<file path="src/pmw_pkg.sv">
// -----------------------------------------------------------------------
// Shared constants of the power mode and wake-up controller
// -----------------------------------------------------------------------
package pmw_pkg;

    // -------------------------------------------------------------------
    // Clocking
    // -------------------------------------------------------------------
    localparam int CLK_HZ = 25_000_000; // Rate of i_mclk
    localparam int SLOW_XTAL_HZ = 32768; // Slow crystal rate
    // Longest whole period of the slow clock, so round down
    localparam int SLOW_DIV = CLK_HZ / SLOW_XTAL_HZ;

    // -------------------------------------------------------------------
    // Wake-up timing
    // -------------------------------------------------------------------
    localparam int RESET_DELAY_MS = 50; // Typical external reset delay
    localparam int RESET_DELAY_CYCLES = (RESET_DELAY_MS * (CLK_HZ / 1000));
    localparam int SST_SHORT = 2; // Short start-up, system clock periods
    localparam int SST_LONG = 128; // Long start-up, system clock periods
    localparam int CNT_W = 21; // Wide enough for the reset delay

    // -------------------------------------------------------------------
    // Port and interrupt widths
    // -------------------------------------------------------------------
    localparam int PORT_W = 8; // Port A bits 0 to 7
    localparam int IRQ_N = 4; // Interrupt sources watched for wake

    // -------------------------------------------------------------------
    // Reset values of the control bits
    // -------------------------------------------------------------------
    localparam logic RST_CLK_SELECT = 1'h0; // Normal mode after reset
    localparam logic RST_LOWPOWER = 1'h0; // Quick start after power-on

    // -------------------------------------------------------------------
    // Oscillator configuration codes
    // -------------------------------------------------------------------
    typedef enum logic [1:0]
    {
        PMW_OSC_FAST_XTAL,
        PMW_OSC_EXT_RC,
        PMW_OSC_INT_RC,
        PMW_OSC_INT_RC_SLOW_XTAL
    } pmw_osc_t;

    // Wake sources, in the order that they are remembered
    typedef enum logic [1:0]
    {
        PMW_SRC_EXT,
        PMW_SRC_PORT,
        PMW_SRC_IRQ,
        PMW_SRC_WDT
    } pmw_src_t;

endpackage

</file>
<file path="src/pmw_wake_if.sv">
`timescale 1ns/10ps
`default_nettype none
// -----------------------------------------------------------------------
// Synchronised pin events handed from the sense block to the controller
// -----------------------------------------------------------------------
interface pmw_wake_if;
    import pmw_pkg::*;

    logic slow_tick; // One cycle per slow crystal period
    logic [PORT_W-1:0] port_fall; // Falling edge seen on a port A bit
    logic ext_rst_low; // External reset pin held low, synchronised

    // Sense side drives the events
    modport sense
    (
        output slow_tick,
        output port_fall,
        output ext_rst_low
    );

    // Controller side consumes them
    modport ctrl
    (
        input slow_tick,
        input port_fall,
        input ext_rst_low
    );
endinterface
`default_nettype wire

</file>
<file path="src/pmw_wake_sense.sv">
`timescale 1ns/10ps
`default_nettype none
// -----------------------------------------------------------------------
// Pin synchronisers, falling edge detect and slow clock divider
// -----------------------------------------------------------------------
module pmw_wake_sense
    import pmw_pkg::*;
#(
    parameter int DIV = SLOW_DIV
)
(
    // Clock and reset
    input wire logic i_mclk,
    input wire logic i_nrst,
    // Pins
    input wire logic [PORT_W-1:0] i_port_a,
    input wire logic i_ext_reset_pin_n,
    // Events towards the controller
    pmw_wake_if.sense wake
);

    logic [PORT_W-1:0] port_meta; // First stage, read only by port_sync
    logic [PORT_W-1:0] port_sync; // Second stage
    logic [PORT_W-1:0] port_prev; // Delayed copy for edge detect
    logic rst_meta; // First stage, read only by rst_sync
    logic rst_sync; // Second stage
    logic [15:0] div_cnt; // Slow tick divider
    logic div_wrap; // Divider at its last count

    // -------------------------------------------------------------------
    // Synchronisers
    // -------------------------------------------------------------------
    // Pins idle high after reset so no false edge appears at release
    always_ff @(posedge i_mclk or negedge i_nrst)
    begin
        if (!i_nrst)
        begin
            port_meta <= '1;
            port_sync <= '1;
            port_prev <= '1;
            rst_meta <= 1'h1;
            rst_sync <= 1'h1;
        end
        else
        begin
            port_meta <= i_port_a;
            port_sync <= port_meta;
            port_prev <= port_sync;
            rst_meta <= i_ext_reset_pin_n;
            rst_sync <= rst_meta;
        end
    end

    // -------------------------------------------------------------------
    // Slow clock divider
    // -------------------------------------------------------------------
    // The slow crystal is modelled as an enable pulse on the one clock
    assign div_wrap = (div_cnt == 16'(DIV - 1));

    always_ff @(posedge i_mclk or negedge i_nrst)
    begin
        if (!i_nrst)
        begin
            div_cnt <= 16'h0;
        end
        else if (div_wrap)
        begin
            div_cnt <= 16'h0;
        end
        else
        begin
            div_cnt <= div_cnt + 16'h1;
        end
    end

    // -------------------------------------------------------------------
    // Outputs
    // -------------------------------------------------------------------
    assign wake.slow_tick = div_wrap;
    assign wake.port_fall = port_prev & ~port_sync;
    assign wake.ext_rst_low = ~rst_sync;

endmodule
`default_nettype wire

</file>
<file path="src/pmw_ctrl.sv">
`timescale 1ns/10ps
`default_nettype none
module pmw_ctrl
    import pmw_pkg::*;
#(
    parameter int RSTD_CYCLES = RESET_DELAY_CYCLES,
    parameter int DIV = SLOW_DIV
)
(
    // Clock and reset
    input wire logic i_mclk,
    input wire logic i_nrst,
    // Configuration option and control bits
    input wire logic [1:0] i_osc_cfg,
    input wire logic i_wdt_on_sys_clk,
    input wire logic i_ctrl_wr,
    input wire logic i_ctrl_clk_select,
    input wire logic i_ctrl_lowpower,
    // Core strobes and watchdog
    input wire logic i_halt,
    input wire logic i_clr_wdt,
    input wire logic i_wdt_overflow,
    // Pins
    input wire logic i_ext_reset_pin_n,
    input wire logic [PORT_W-1:0] i_port_a,
    input wire logic [PORT_W-1:0] i_port_wake_mask,
    // Interrupt state of the core
    input wire logic [IRQ_N-1:0] i_irq_req,
    input wire logic [IRQ_N-1:0] i_irq_enable,
    input wire logic i_stack_full,
    // Control bits read back
    output logic o_sys_clk_select,
    output logic o_slow_xtal_lowpower,
    // Oscillators and clocks
    output logic o_fast_osc_run,
    output logic o_slow_osc_run,
    output logic o_sys_tick,
    // Mode status
    output logic o_slow_mode,
    output logic o_idle,
    output logic o_sleep,
    output logic o_cpu_run,
    output logic o_io_hold,
    // Watchdog control
    output logic o_wdt_clear,
    output logic o_wdt_run,
    // Status flags
    output logic o_powerdown_flag,
    output logic o_timeout_flag,
    // Reset and resume actions
    output logic o_full_reset,
    output logic o_wdt_reset,
    output logic o_pc_sp_reset,
    output logic o_resume_next,
    output logic o_irq_service
);

    // -------------------------------------------------------------------
    // Declarations
    // -------------------------------------------------------------------
    typedef enum logic [1:0] {PMW_RUN, PMW_HALTED, PMW_RST_DELAY, PMW_STARTUP}
        pmw_state_t;

    pmw_wake_if wake(); // Synchronised pin events

    pmw_state_t state; // Operating state
    pmw_state_t next_state;
    pmw_src_t src; // Source of the last wake
    pmw_src_t next_src;
    logic [CNT_W-1:0] cnt; // Reset delay and start-up counter
    logic [CNT_W-1:0] next_cnt;
    logic sst_long; // Long start-up chosen at wake
    logic next_sst_long;
    logic clk_sel; // System clock select bit
    logic lowpower; // Slow crystal low-power bit
    logic powerdown_flag; // Power-down flag
    logic tof; // Time-out flag
    logic [IRQ_N-1:0] irq_armed; // Sources clear at halt entry
    logic [IRQ_N-1:0] irq_woke; // Sources that caused the wake
    logic port_pend; // Port wake seen while halted
    logic wdt_pend; // Watchdog overflow seen while halted
    logic full_rst; // Full reset in progress
    logic wdt_rst; // Watchdog reset pulse
    logic pc_sp_rst; // PC and SP reset pulse
    logic resume_nx; // Resume after halt pulse
    logic irq_svc; // Interrupt response pulse

    // Decoded conditions
    wire logic slow_cfg; // Internal RC plus slow crystal option
    wire logic crystal_cfg; // Crystal drives the clock after wake
    wire logic slow_mode; // System clock from slow crystal
    wire logic sys_tick; // One system clock period
    wire logic halt_take; // Halt accepted this cycle
    wire logic irq_wake; // Armed interrupt request present
    wire logic wake_any; // Some wake source pending
    wire logic sst_done; // Last start-up period
    wire logic [CNT_W-1:0] sst_end; // Start-up length minus one
    wire logic rstd_done; // Last reset delay cycle
    wire logic wdt_run_ov; // Time-out while running

    // -------------------------------------------------------------------
    // Pin sense
    // -------------------------------------------------------------------
    pmw_wake_sense #(.DIV(DIV)) u_sense (
        .i_mclk(i_mclk),
        .i_nrst(i_nrst),
        .i_port_a(i_port_a),
        .i_ext_reset_pin_n(i_ext_reset_pin_n),
        .wake(wake)
    );

    // -------------------------------------------------------------------
    // Decode
    // -------------------------------------------------------------------
    assign slow_cfg = (i_osc_cfg == PMW_OSC_INT_RC_SLOW_XTAL);
    assign crystal_cfg = (i_osc_cfg == PMW_OSC_FAST_XTAL) | slow_mode;
    // The select bit only counts in the slow crystal option
    assign slow_mode = clk_sel & slow_cfg;
    assign sys_tick = slow_mode ? wake.slow_tick : 1'h1;
    // Same acceptance whatever the mode
    assign halt_take = (state == PMW_RUN) & i_halt & ~wake.ext_rst_low;
    assign irq_wake = |(i_irq_req & irq_armed);
    assign wake_any = wdt_pend | irq_wake | port_pend;
    assign sst_end = sst_long ? CNT_W'(SST_LONG - 1) :
        CNT_W'(SST_SHORT - 1);
    assign sst_done = sys_tick & (cnt == sst_end);
    assign rstd_done = (cnt == CNT_W'(RSTD_CYCLES - 1));
    assign wdt_run_ov = (state == PMW_RUN) & i_wdt_overflow;

    // -------------------------------------------------------------------
    // Next state
    // -------------------------------------------------------------------
    always_comb
    begin
        next_state = state;
        next_src = src;
        next_cnt = cnt;
        next_sst_long = sst_long;
        if (wake.ext_rst_low)
        begin
            // Pin low restarts the reset delay from any state
            next_state = PMW_RST_DELAY;
            next_src = PMW_SRC_EXT;
            next_cnt = '0;
        end
        else
            case (state)
                PMW_RUN:
                    if (halt_take)
                        next_state = PMW_HALTED;
                PMW_HALTED:
                    // Wake is taken on the slow clock, which survives
                    if (wake.slow_tick & wake_any)
                    begin
                        next_state = PMW_STARTUP;
                        next_cnt = '0;
                        next_sst_long = crystal_cfg;
                        if (wdt_pend)
                            next_src = PMW_SRC_WDT;
                        else if (irq_wake)
                            next_src = PMW_SRC_IRQ;
                        else
                            next_src = PMW_SRC_PORT;
                    end
                PMW_RST_DELAY:
                    if (rstd_done)
                    begin
                        next_state = PMW_STARTUP;
                        next_cnt = '0;
                        next_sst_long = 1'h1;
                    end
                    else
                        next_cnt = cnt + CNT_W'(1);
                PMW_STARTUP:
                    if (sst_done)
                        next_state = PMW_RUN;
                    else if (sys_tick)
                        next_cnt = cnt + CNT_W'(1);
                default:
                    next_state = PMW_RUN;
            endcase
    end

    // -------------------------------------------------------------------
    // Status flags and wake pending latches
    // -------------------------------------------------------------------
    // Flags survive both reset wakes so software can tell them apart;
    // events can arrive between slow ticks, so they are held until taken
    always_ff @(posedge i_mclk or negedge i_nrst)
    begin
        if (!i_nrst)
        begin
            powerdown_flag <= 1'h0;
            tof <= 1'h0;
            port_pend <= 1'h0;
            wdt_pend <= 1'h0;
            irq_armed <= '0;
            irq_woke <= '0;
        end
        else
        begin
            if (halt_take)
                powerdown_flag <= 1'h1;
            else if (i_clr_wdt)
                powerdown_flag <= 1'h0;
            // A time-out in the halt cycle still sets the flag
            if (i_wdt_overflow & (state != PMW_RST_DELAY))
                tof <= 1'h1;
            else if (halt_take)
                tof <= 1'h0;
            if (halt_take)
                irq_armed <= ~i_irq_req;
            if (state == PMW_HALTED)
            begin
                port_pend <= port_pend |
                    |(wake.port_fall & i_port_wake_mask);
                wdt_pend <= wdt_pend | i_wdt_overflow;
                if (next_state == PMW_STARTUP)
                    irq_woke <= i_irq_req & irq_armed;
            end
            else
            begin
                port_pend <= 1'h0;
                wdt_pend <= 1'h0;
            end
        end
    end

    // -------------------------------------------------------------------
    // State, control bits and reset actions
    // -------------------------------------------------------------------
    // Writes only land while running; a halted core issues none
    always_ff @(posedge i_mclk or negedge i_nrst)
    begin
        if (!i_nrst)
        begin
            state <= PMW_RUN;
            src <= PMW_SRC_EXT;
            cnt <= '0;
            sst_long <= 1'h0;
            clk_sel <= RST_CLK_SELECT;
            lowpower <= RST_LOWPOWER;
            full_rst <= 1'h0;
            wdt_rst <= 1'h0;
            pc_sp_rst <= 1'h0;
            resume_nx <= 1'h0;
            irq_svc <= 1'h0;
        end
        else
        begin
            state <= next_state;
            src <= next_src;
            cnt <= next_cnt;
            sst_long <= next_sst_long;
            if (state == PMW_RST_DELAY)
                clk_sel <= RST_CLK_SELECT;
            else if (i_ctrl_wr & (state == PMW_RUN))
            begin
                clk_sel <= i_ctrl_clk_select;
                lowpower <= i_ctrl_lowpower;
            end
            full_rst <= (next_state == PMW_RST_DELAY) |
                ((next_state == PMW_STARTUP) & (next_src == PMW_SRC_EXT));
            wdt_rst <= wdt_run_ov;
            pc_sp_rst <= sst_done & (state == PMW_STARTUP) &
                (src == PMW_SRC_WDT) & ~wake.ext_rst_low;
            // The core leaves the request pending when not serviced
            resume_nx <= sst_done & (state == PMW_STARTUP) &
                ~wake.ext_rst_low & ((src == PMW_SRC_PORT) |
                ((src == PMW_SRC_IRQ) &
                ~(|(irq_woke & i_irq_enable) & ~i_stack_full)));
            irq_svc <= sst_done & (state == PMW_STARTUP) &
                ~wake.ext_rst_low & (src == PMW_SRC_IRQ) &
                |(irq_woke & i_irq_enable) & ~i_stack_full;
        end
    end

    // -------------------------------------------------------------------
    // Outputs
    // -------------------------------------------------------------------
    assign o_sys_clk_select = clk_sel;
    assign o_slow_xtal_lowpower = lowpower;
    // Fast RC idles in Slow mode and whenever halted
    assign o_fast_osc_run = (state != PMW_HALTED) & ~slow_mode;
    assign o_slow_osc_run = slow_cfg;
    assign o_sys_tick = sys_tick & (state == PMW_RUN);
    assign o_slow_mode = slow_mode;
    assign o_idle = (state == PMW_HALTED) & slow_cfg;
    assign o_sleep = (state == PMW_HALTED) & ~slow_cfg;
    assign o_cpu_run = (state == PMW_RUN);
    assign o_io_hold = (state == PMW_HALTED) | (state == PMW_STARTUP);
    assign o_wdt_clear = halt_take | i_clr_wdt;
    assign o_wdt_run = (state != PMW_HALTED) | ~i_wdt_on_sys_clk;
    assign o_powerdown_flag = powerdown_flag;
    assign o_timeout_flag = tof;
    assign o_full_reset = full_rst;
    assign o_wdt_reset = wdt_rst;
    assign o_pc_sp_reset = pc_sp_rst;
    assign o_resume_next = resume_nx;
    assign o_irq_service = irq_svc;

endmodule
`default_nettype wire

</file>
<file path="config.mk">
export PLATFORM = sky130hd
export DESIGN_NAME = pmw_ctrl
export DESIGN_NICKNAME = d
export VERILOG_FILES = /design/src/pmw_pkg.sv /design/src/pmw_wake_if.sv /design/src/pmw_wake_sense.sv /design/src/pmw_ctrl.sv
export SDC_FILE = /design/constraint.sdc
export NUM_CORES = 1
export LEC_CHECK = 0
export ABC_CLOCK_PERIOD_IN_PS = 2600
export BUFFER_PORTS_ARGS = -buffer_cell sky130_fd_sc_hd__buf_2
export CAP_MARGIN = 20
export CORE_ASPECT_RATIO = 1.75
export CORE_MARGIN = 5
export CORE_UTILIZATION = 59
export CTS_BUF_LIST = sky130_fd_sc_hd__clkbuf_4 sky130_fd_sc_hd__clkbuf_8
export DETAILED_ROUTE_END_ITERATION = 12
export HOLD_SLACK_MARGIN = 0.08
export PLACE_DENSITY = 0.82
export SETUP_SLACK_MARGIN = 0.5
export SLEW_MARGIN = 20
export SYNTH_ARGS = -nofsm -noshare
export SYNTH_HDL_FRONTEND = slang
export SYNTH_SLANG_ARGS = --single-unit
</file>
<file path="constraint.sdc">
create_clock -name i_mclk -period 2.6 [get_ports i_mclk]
set_input_delay 0 -clock i_mclk [delete_from_list [all_inputs] [get_ports i_mclk]]
set_output_delay 0 -clock i_mclk [all_outputs]
set_load 0.02 [all_outputs]
</file>
Word level (Yosys, flattened, before mapping) --
Cells that the tools add are included.
Word-level totals: bits in registers 87, input bits 37, output and inout port bits 19, logic and storage cells 135
Operators by class: add/subtract/negate cells 2, eq/ne operators 20, mux-type cells 31, bitwise gates (word level) 45, reduce and logical (&&, ||, !) cells 14
Operators by type and width (number):
- 2-to-1 mux 21 bit | 5
- one-hot mux 21 bit (3 select lines) | 1
- AND 1 bit | 23
- adder 21 x 1 -> 21 bit (second input constant) | 1
- equality test 21 bit (second input constant) | 1
- equality test 21 x 7 -> 1 bit | 1
- 2-to-1 mux 2 bit | 10
- adder 16 x 1 -> 16 bit (second input constant) | 1
- AND 8 bit | 2
- equality test 16 x 10 -> 1 bit (second input constant) | 1
- 2-to-1 mux 16 bit | 1
- equality test 2 bit (second input constant) | 7
- 2-to-1 mux 1 bit | 11
- OR 1 bit | 10
- inequality test 3 bit (second input constant) | 3
- AND 4 bit | 2
- NOT 8 bit | 1
- one-hot mux 2 bit (4 select lines) | 1
- AND reduction 4 bit | 2
- nonzero test 2 bit | 4
- OR reduction 4 bit | 2
- OR reduction 8 bit | 1
- 2-to-1 mux 7 bit | 1
- logical NOT 2 bit | 3
- 8 further kinds | 17

Logic depth before layout (Yosys ltp) --
depth after elaboration 11, mapped depth 9, gate-level depth less buffers 8

Cells and area by module --
Synthesis repeated with hierarchy kept, for this count alone.
Second synthesis, totals: cells, all modules 384, area total of the unflattened synthesis 3997.6 µm²
By module, submodules not included:
- pmw_ctrl | instances 1, cells each 275, area each 2459.9 µm², seq. area each 1126.1 µm²
- pmw_wake_sense | instances 1, cells each 109, area each 1537.7 µm², seq. area each 1083.5 µm²

Worst setup path after synthesis --
Ideal clock, no wire load.
path type register to register, start register clk_sel (netlist: o_sys_clk_select), end register cnt[13], setup time 0.065 ns, arrival 2.119 ns, required time 2.535 ns, slack 0.416 ns, stages on the path, launching flop included 7, path buffers 1, clock period less this slack 2.184 ns, cells stage by stage dfrtp_1 > and3_1 > clkbuf_1 > a2111oi_4 > o31a_2 > or4_1 > nand2_1
On the way: word-level cells in the longest chain between the ends 5, elaborated cells between the ends (all ways) 6, classes of those cells 2 x eq/ne; 1 x mux; 2 x bitwise; 1 x reduce/logical
Ends and longest elaborated chain:
- from (decl) | RTL line pmw_ctrl.sv:74 | logic clk_sel;
- from (signal assigned) | RTL line pmw_ctrl.sv:259 | clk_sel <= i_ctrl_clk_select;
- AND 1 bit (*) | RTL line pmw_ctrl.sv:118 | assign slow_mode = clk_sel & slow_cfg;
- named net o_slow_mode | RTL line pmw_ctrl.sv:39 | output logic o_slow_mode,
- 2-to-1 mux 1 bit (*) | RTL line pmw_ctrl.sv:119 | assign sys_tick = slow_mode ? wake.slow_tick : 1'h1;
- AND 1 bit | RTL line pmw_ctrl.sv:126 | assign sst_done = sys_tick & (cnt == sst_end);
- inequality test 3 bit (no source line)
- AND reduction 4 bit (no source line) (*)
- to (signal assigned) | RTL line pmw_ctrl.sv:253 | cnt <= next_cnt;
- to (decl) | RTL line pmw_ctrl.sv:70 | logic [CNT_W-1:0] cnt;
Mark *: on every way through the listed nets, which the timed path passes. The rest lies on a longest branch. A chain may end at the register's enable or synchronous reset.

Final worst setup path --
start register u_sense.div_cnt[1], end register cnt[0]
On the way: word-level cells in the longest chain between the ends 5, elaborated cells between the ends (all ways) 8, classes of those cells 4 x eq/ne; 1 x mux; 2 x bitwise; 1 x reduce/logical
Ends and longest elaborated chain:
- from (decl) | RTL line pmw_wake_sense.sv:27 | logic [15:0] div_cnt;
- from (signal assigned) | RTL line pmw_wake_sense.sv:72 | div_cnt <= div_cnt + 16'h1;
- equality test 16 x 10 -> 1 bit (*) | RTL line pmw_wake_sense.sv:58 | assign div_wrap = (div_cnt == 16'(DIV - 1));
- 2-to-1 mux 1 bit | RTL line pmw_ctrl.sv:119
- AND 1 bit | RTL line pmw_ctrl.sv:126
- inequality test 3 bit (no source line)
- AND reduction 4 bit (no source line) (*)
Mark *: on every way between the ends. The rest lies on a longest branch, timed or not.

==> results.md <==
- GRT Total Usage: 23.3%
- Clock buffer depth: 2
- Initial antenna violation count: 0
- CP bufs+invs: 2
- Via-to-Cell Ratio: 5.99
- Die Area: between 8000 and 9000 um^2
- Area leader, netlist: dfrtp_1
- Violation count after the first detailed-routing iteration: between 500 and 600
- Critical path arrival: roughly 2.5 ns
- Antenna cell count: 0
- Routability cong.: 0.981
- Number of global-route vias before repair: 3418
- Final total power: about 2500 uW
- Async S/R FF share, synth: between 90% and 100%
- Layout area overhead: 26.3%
- Critical path class: reg -> reg
- Post-synth EDFFs: 0
- CTS sink cnt: 87
- Number of port buffers: 55
- Top FF cell, synth: dfrtp_1
- Site Rows: 39
- Final Util: between 70% and 80%
- Total gr overflow: 0
- Unique masters post-synth: 52
- Sequential share of the synthesized area: 56.7%
- Status: complete, no violations
- Commonest non-fill, non-tap cells in the layout: dfrtp_1 (57), buf_2 (55), nor2_1 (41), o21ai_0 (37), nand2_1 (31)
- Final setup violating endpoints: 0
- Adder-cell share of the synthesized area: 0.963%
- Chip width: a little over 70 um
- FF+latch count, synth: 87
- Clock buffer count from CTS: 9
- Share of layout cells above drive strength 1: 32.0%
- Die extent in y: 118 um
- Core ar.: roughly 6500 um^2
- RSZ-0062 raised after global routing: true
- Synth Area in Compound Gates: 14.9%
- CTS tree: built
- Worst Skew: 0.0128 ns
- Hpwl dp: 5980 um
- Cell Area, Synth: 3900 um^2
- Cells after Synth: approximately 380
- Tcrit/Tclk final: 85.6%
- Leakage: roughly 0.0023 uW
- Syn nets: 418
- Clock root cell: clkbuf_8
- Worst-skew pair later-pin latency: approximately 0.37 ns
- DR pass1 iterations: 5
- Max incr delay on CP: between 0.4 and 0.5 ns
- Critical path cell sequence: inv_1 -> ha_1 -> nor4b_4 -> nand4_1 -> a2111oi_4 -> a211oi_2 -> buf_6 -> mux2_2
- Final Hold Vio Count: 0
- DRT antenna net count: 0
- Mux share of post-synthesis cell area: less than 1%
- Routed via count: 3398
- First-pass GRT wire length: 15500 um
- Ys Warns: 0
- Worst Tran Pin Value: around 0.74 ns
- Worst EP required: about 2.9 ns
- Fmax: 449 MHz
- Setup_tns: 0 ns
- Crit path max-delay family: compound AO/OA/AOI/OAI gates
- Mapped Avg Cell Area: 10.3 um^2
- Max IR drop VDD: ~660 uV
- Simple-gate area share of the yosys netlist: 20.7%
- Worst hold path class: in -> reg
- WL final: between 9000 and 10000 um
- Initial Util: 60.0%
- Pwr Density: roughly 500 nW/um^2
- Worst setup SP type: flip-flop
- Final net count: 520
- Ranking of synthesized cells by area: dfrtp_1 (39%), dfstp_2 (18%), o21ai_0 (5.3%)
- Largest family of logic cells by synthesized area: simple AND/OR/NAND/NOR gates
- Placed Area: 4260 um^2
- Crit-path slowest cell: a2111oi_4
- Max_slew headroom: 50.6%
- Io pins: 56
- Largest net degree at the start of global routing: 88
- Clock slew at reported path FFs: ~0.090 ns
- Post-Synth XOR/XNOR Area: 3.15%
- Drc violations: 0
- Max cap viols: 0
- Final Max Tran Viols: 0
- Commonest non-fill, non-tap cell in the layout: dfrtp_1
- H-Tree Depth: 3
- Routed len/inst: 16.7 um
- Fin crit period: roughly 2.2 ns
- CP endpoint kind: flip-flop
- Crit Path Max Fanout: 12
- Share of the synthesized area in the top cell type: 39.2%
- Post-route cell area: 4920 um^2
## worst paths after layout
| check | from | to | slack [ns] | depth (start not counted) |
|---|---|---|---|---|
| worst max-delay path | u_sense.div_cnt[1] | cnt[0] | 0.37 | 8 |
| worst min-delay path | i_osc_cfg[0] | sst_long | 0.19 | 4 |
| worst max register to register | u_sense.div_cnt[1] | cnt[0] | 0.37 | 8 |
| worst min register to register | u_sense.port_meta[0] | u_sense.port_sync[0] | 0.36 | 0 |
| max in group asynchronous | i_nrst | cnt[12] | 1.84 | 2 |
| min in group asynchronous | i_nrst | u_sense.div_cnt[8] | 0.24 | 2 |
## cell families (layout without fill, tap and decap cells)
kind of cell / Yosys count / after routing
AO/OA/AOI/OAI: 90 / 90
XOR/XNOR: 14 / 14
adder cells (fa/ha/maj): 3 / 3
buffers and inverters: 27 / 134
flip-flops: 87 / 87
multiplexers: 2 / 2
AND/OR/NAND/NOR: 155 / 155
## repair_timing
item	in CTS	in global routing
endpoints found under the hold margin	87	0
hold buffers	24	0
resized for setup	11	20
buffers inserted	13	5
cloned	1	1
endpoints found under the setup margin	22	27
pin swaps	4	6
## power by group
group          internal (uW)  switching, uW  total [uW]  leakage, uW
clock network            360            507         867    0.0000972
registers               1400           38.8        1440      0.00106
logic                   82.5           90.7         173      0.00112
total                   1850            636        2480      0.00228
## worst reg2reg max path, stage by stage (launching register included)
cell,delay [ns]
dfrtp_1,0.38
inv_1,0.05
ha_1,0.13
nor4b_4,0.21
nand4_1,0.26
a2111oi_4,0.48
a211oi_2,0.16
buf_6,0.18
mux2_2,0.26
## cell type report
type                    count  area (um^2)
inverters                  11         41.3
clock buffers               9          124
well taps                  82          103
clock inverters             7         55.1
multi-input cells         264         1630
fillers                   411         1570
repair buffers            107          752
flip-flops and latches     87         2210
## layer usage
metal | vias to the layer above | GRT usage (%) | part of all wire [%]
met4 | 0 | 13.5 | 4.7
met2 | 167 | 38.8 | 53
met1 | 1625 | 27.0 | 37
li1 | 1559 | - | -
met5 | - | 0 | 0
met3 | 47 | 4.96 | 6.1
## state kept, by name, indices dropped and copies added, names as in the netlist, 4 cells and up
name,cells
u_sense.port_sync,8
irq_woke,4
irq_armed,4
u_sense.port_prev,8
u_sense.port_meta,8
cnt,21
u_sense.div_cnt,16
## cell usage after synthesis, types with 2 or more instances
| cell type | n |
|---|---|
| ha_1 | 3 |
| a41oi_1 | 2 |
| dfrtp_1 | 61 |
| nand3_1 | 18 |
| nor3_1 | 4 |
| xnor2_1 | 7 |
| a21oi_1 | 14 |
| inv_1 | 11 |
| and3_1 | 9 |
| nand3b_1 | 2 |
| dfstp_2 | 26 |
| o21ai_0 | 41 |
| nor2b_1 | 6 |
| xor2_1 | 7 |
| nor2_1 | 42 |
| o21a_1 | 2 |
| nand4_1 | 12 |
| a31oi_1 | 6 |
| o31ai_1 | 3 |
| buf_2 | 6 |
| and4_1 | 5 |
| nand2b_1 | 3 |
| nor4_1 | 6 |
| and2_1 | 5 |
| o22ai_1 | 4 |
| nand2_1 | 33 |
| mux2_2 | 2 |
| a22oi_1 | 4 |
| a21boi_0 | 2 |
| clkbuf_1 | 9 |
| and4b_1 | 2 |
## per-stage QoR
| stage | setup WS [ns] | hold slack, ns | std cells |
|---|---|---|---|
| final | 0.374 | 0.195 | 567 |
| after global routing | 0.262 | 0.213 | 567 |
| after CTS | 0.442 | 0.165 | 561 |
| after detailed placement | 0.158 | 0.106 | 507 |
| after global placement | 0.338 | 0.104 | 507 |
| after floorplan | 0.531 | -0.296 | 378 |
(Power assumes the default switching activity.)
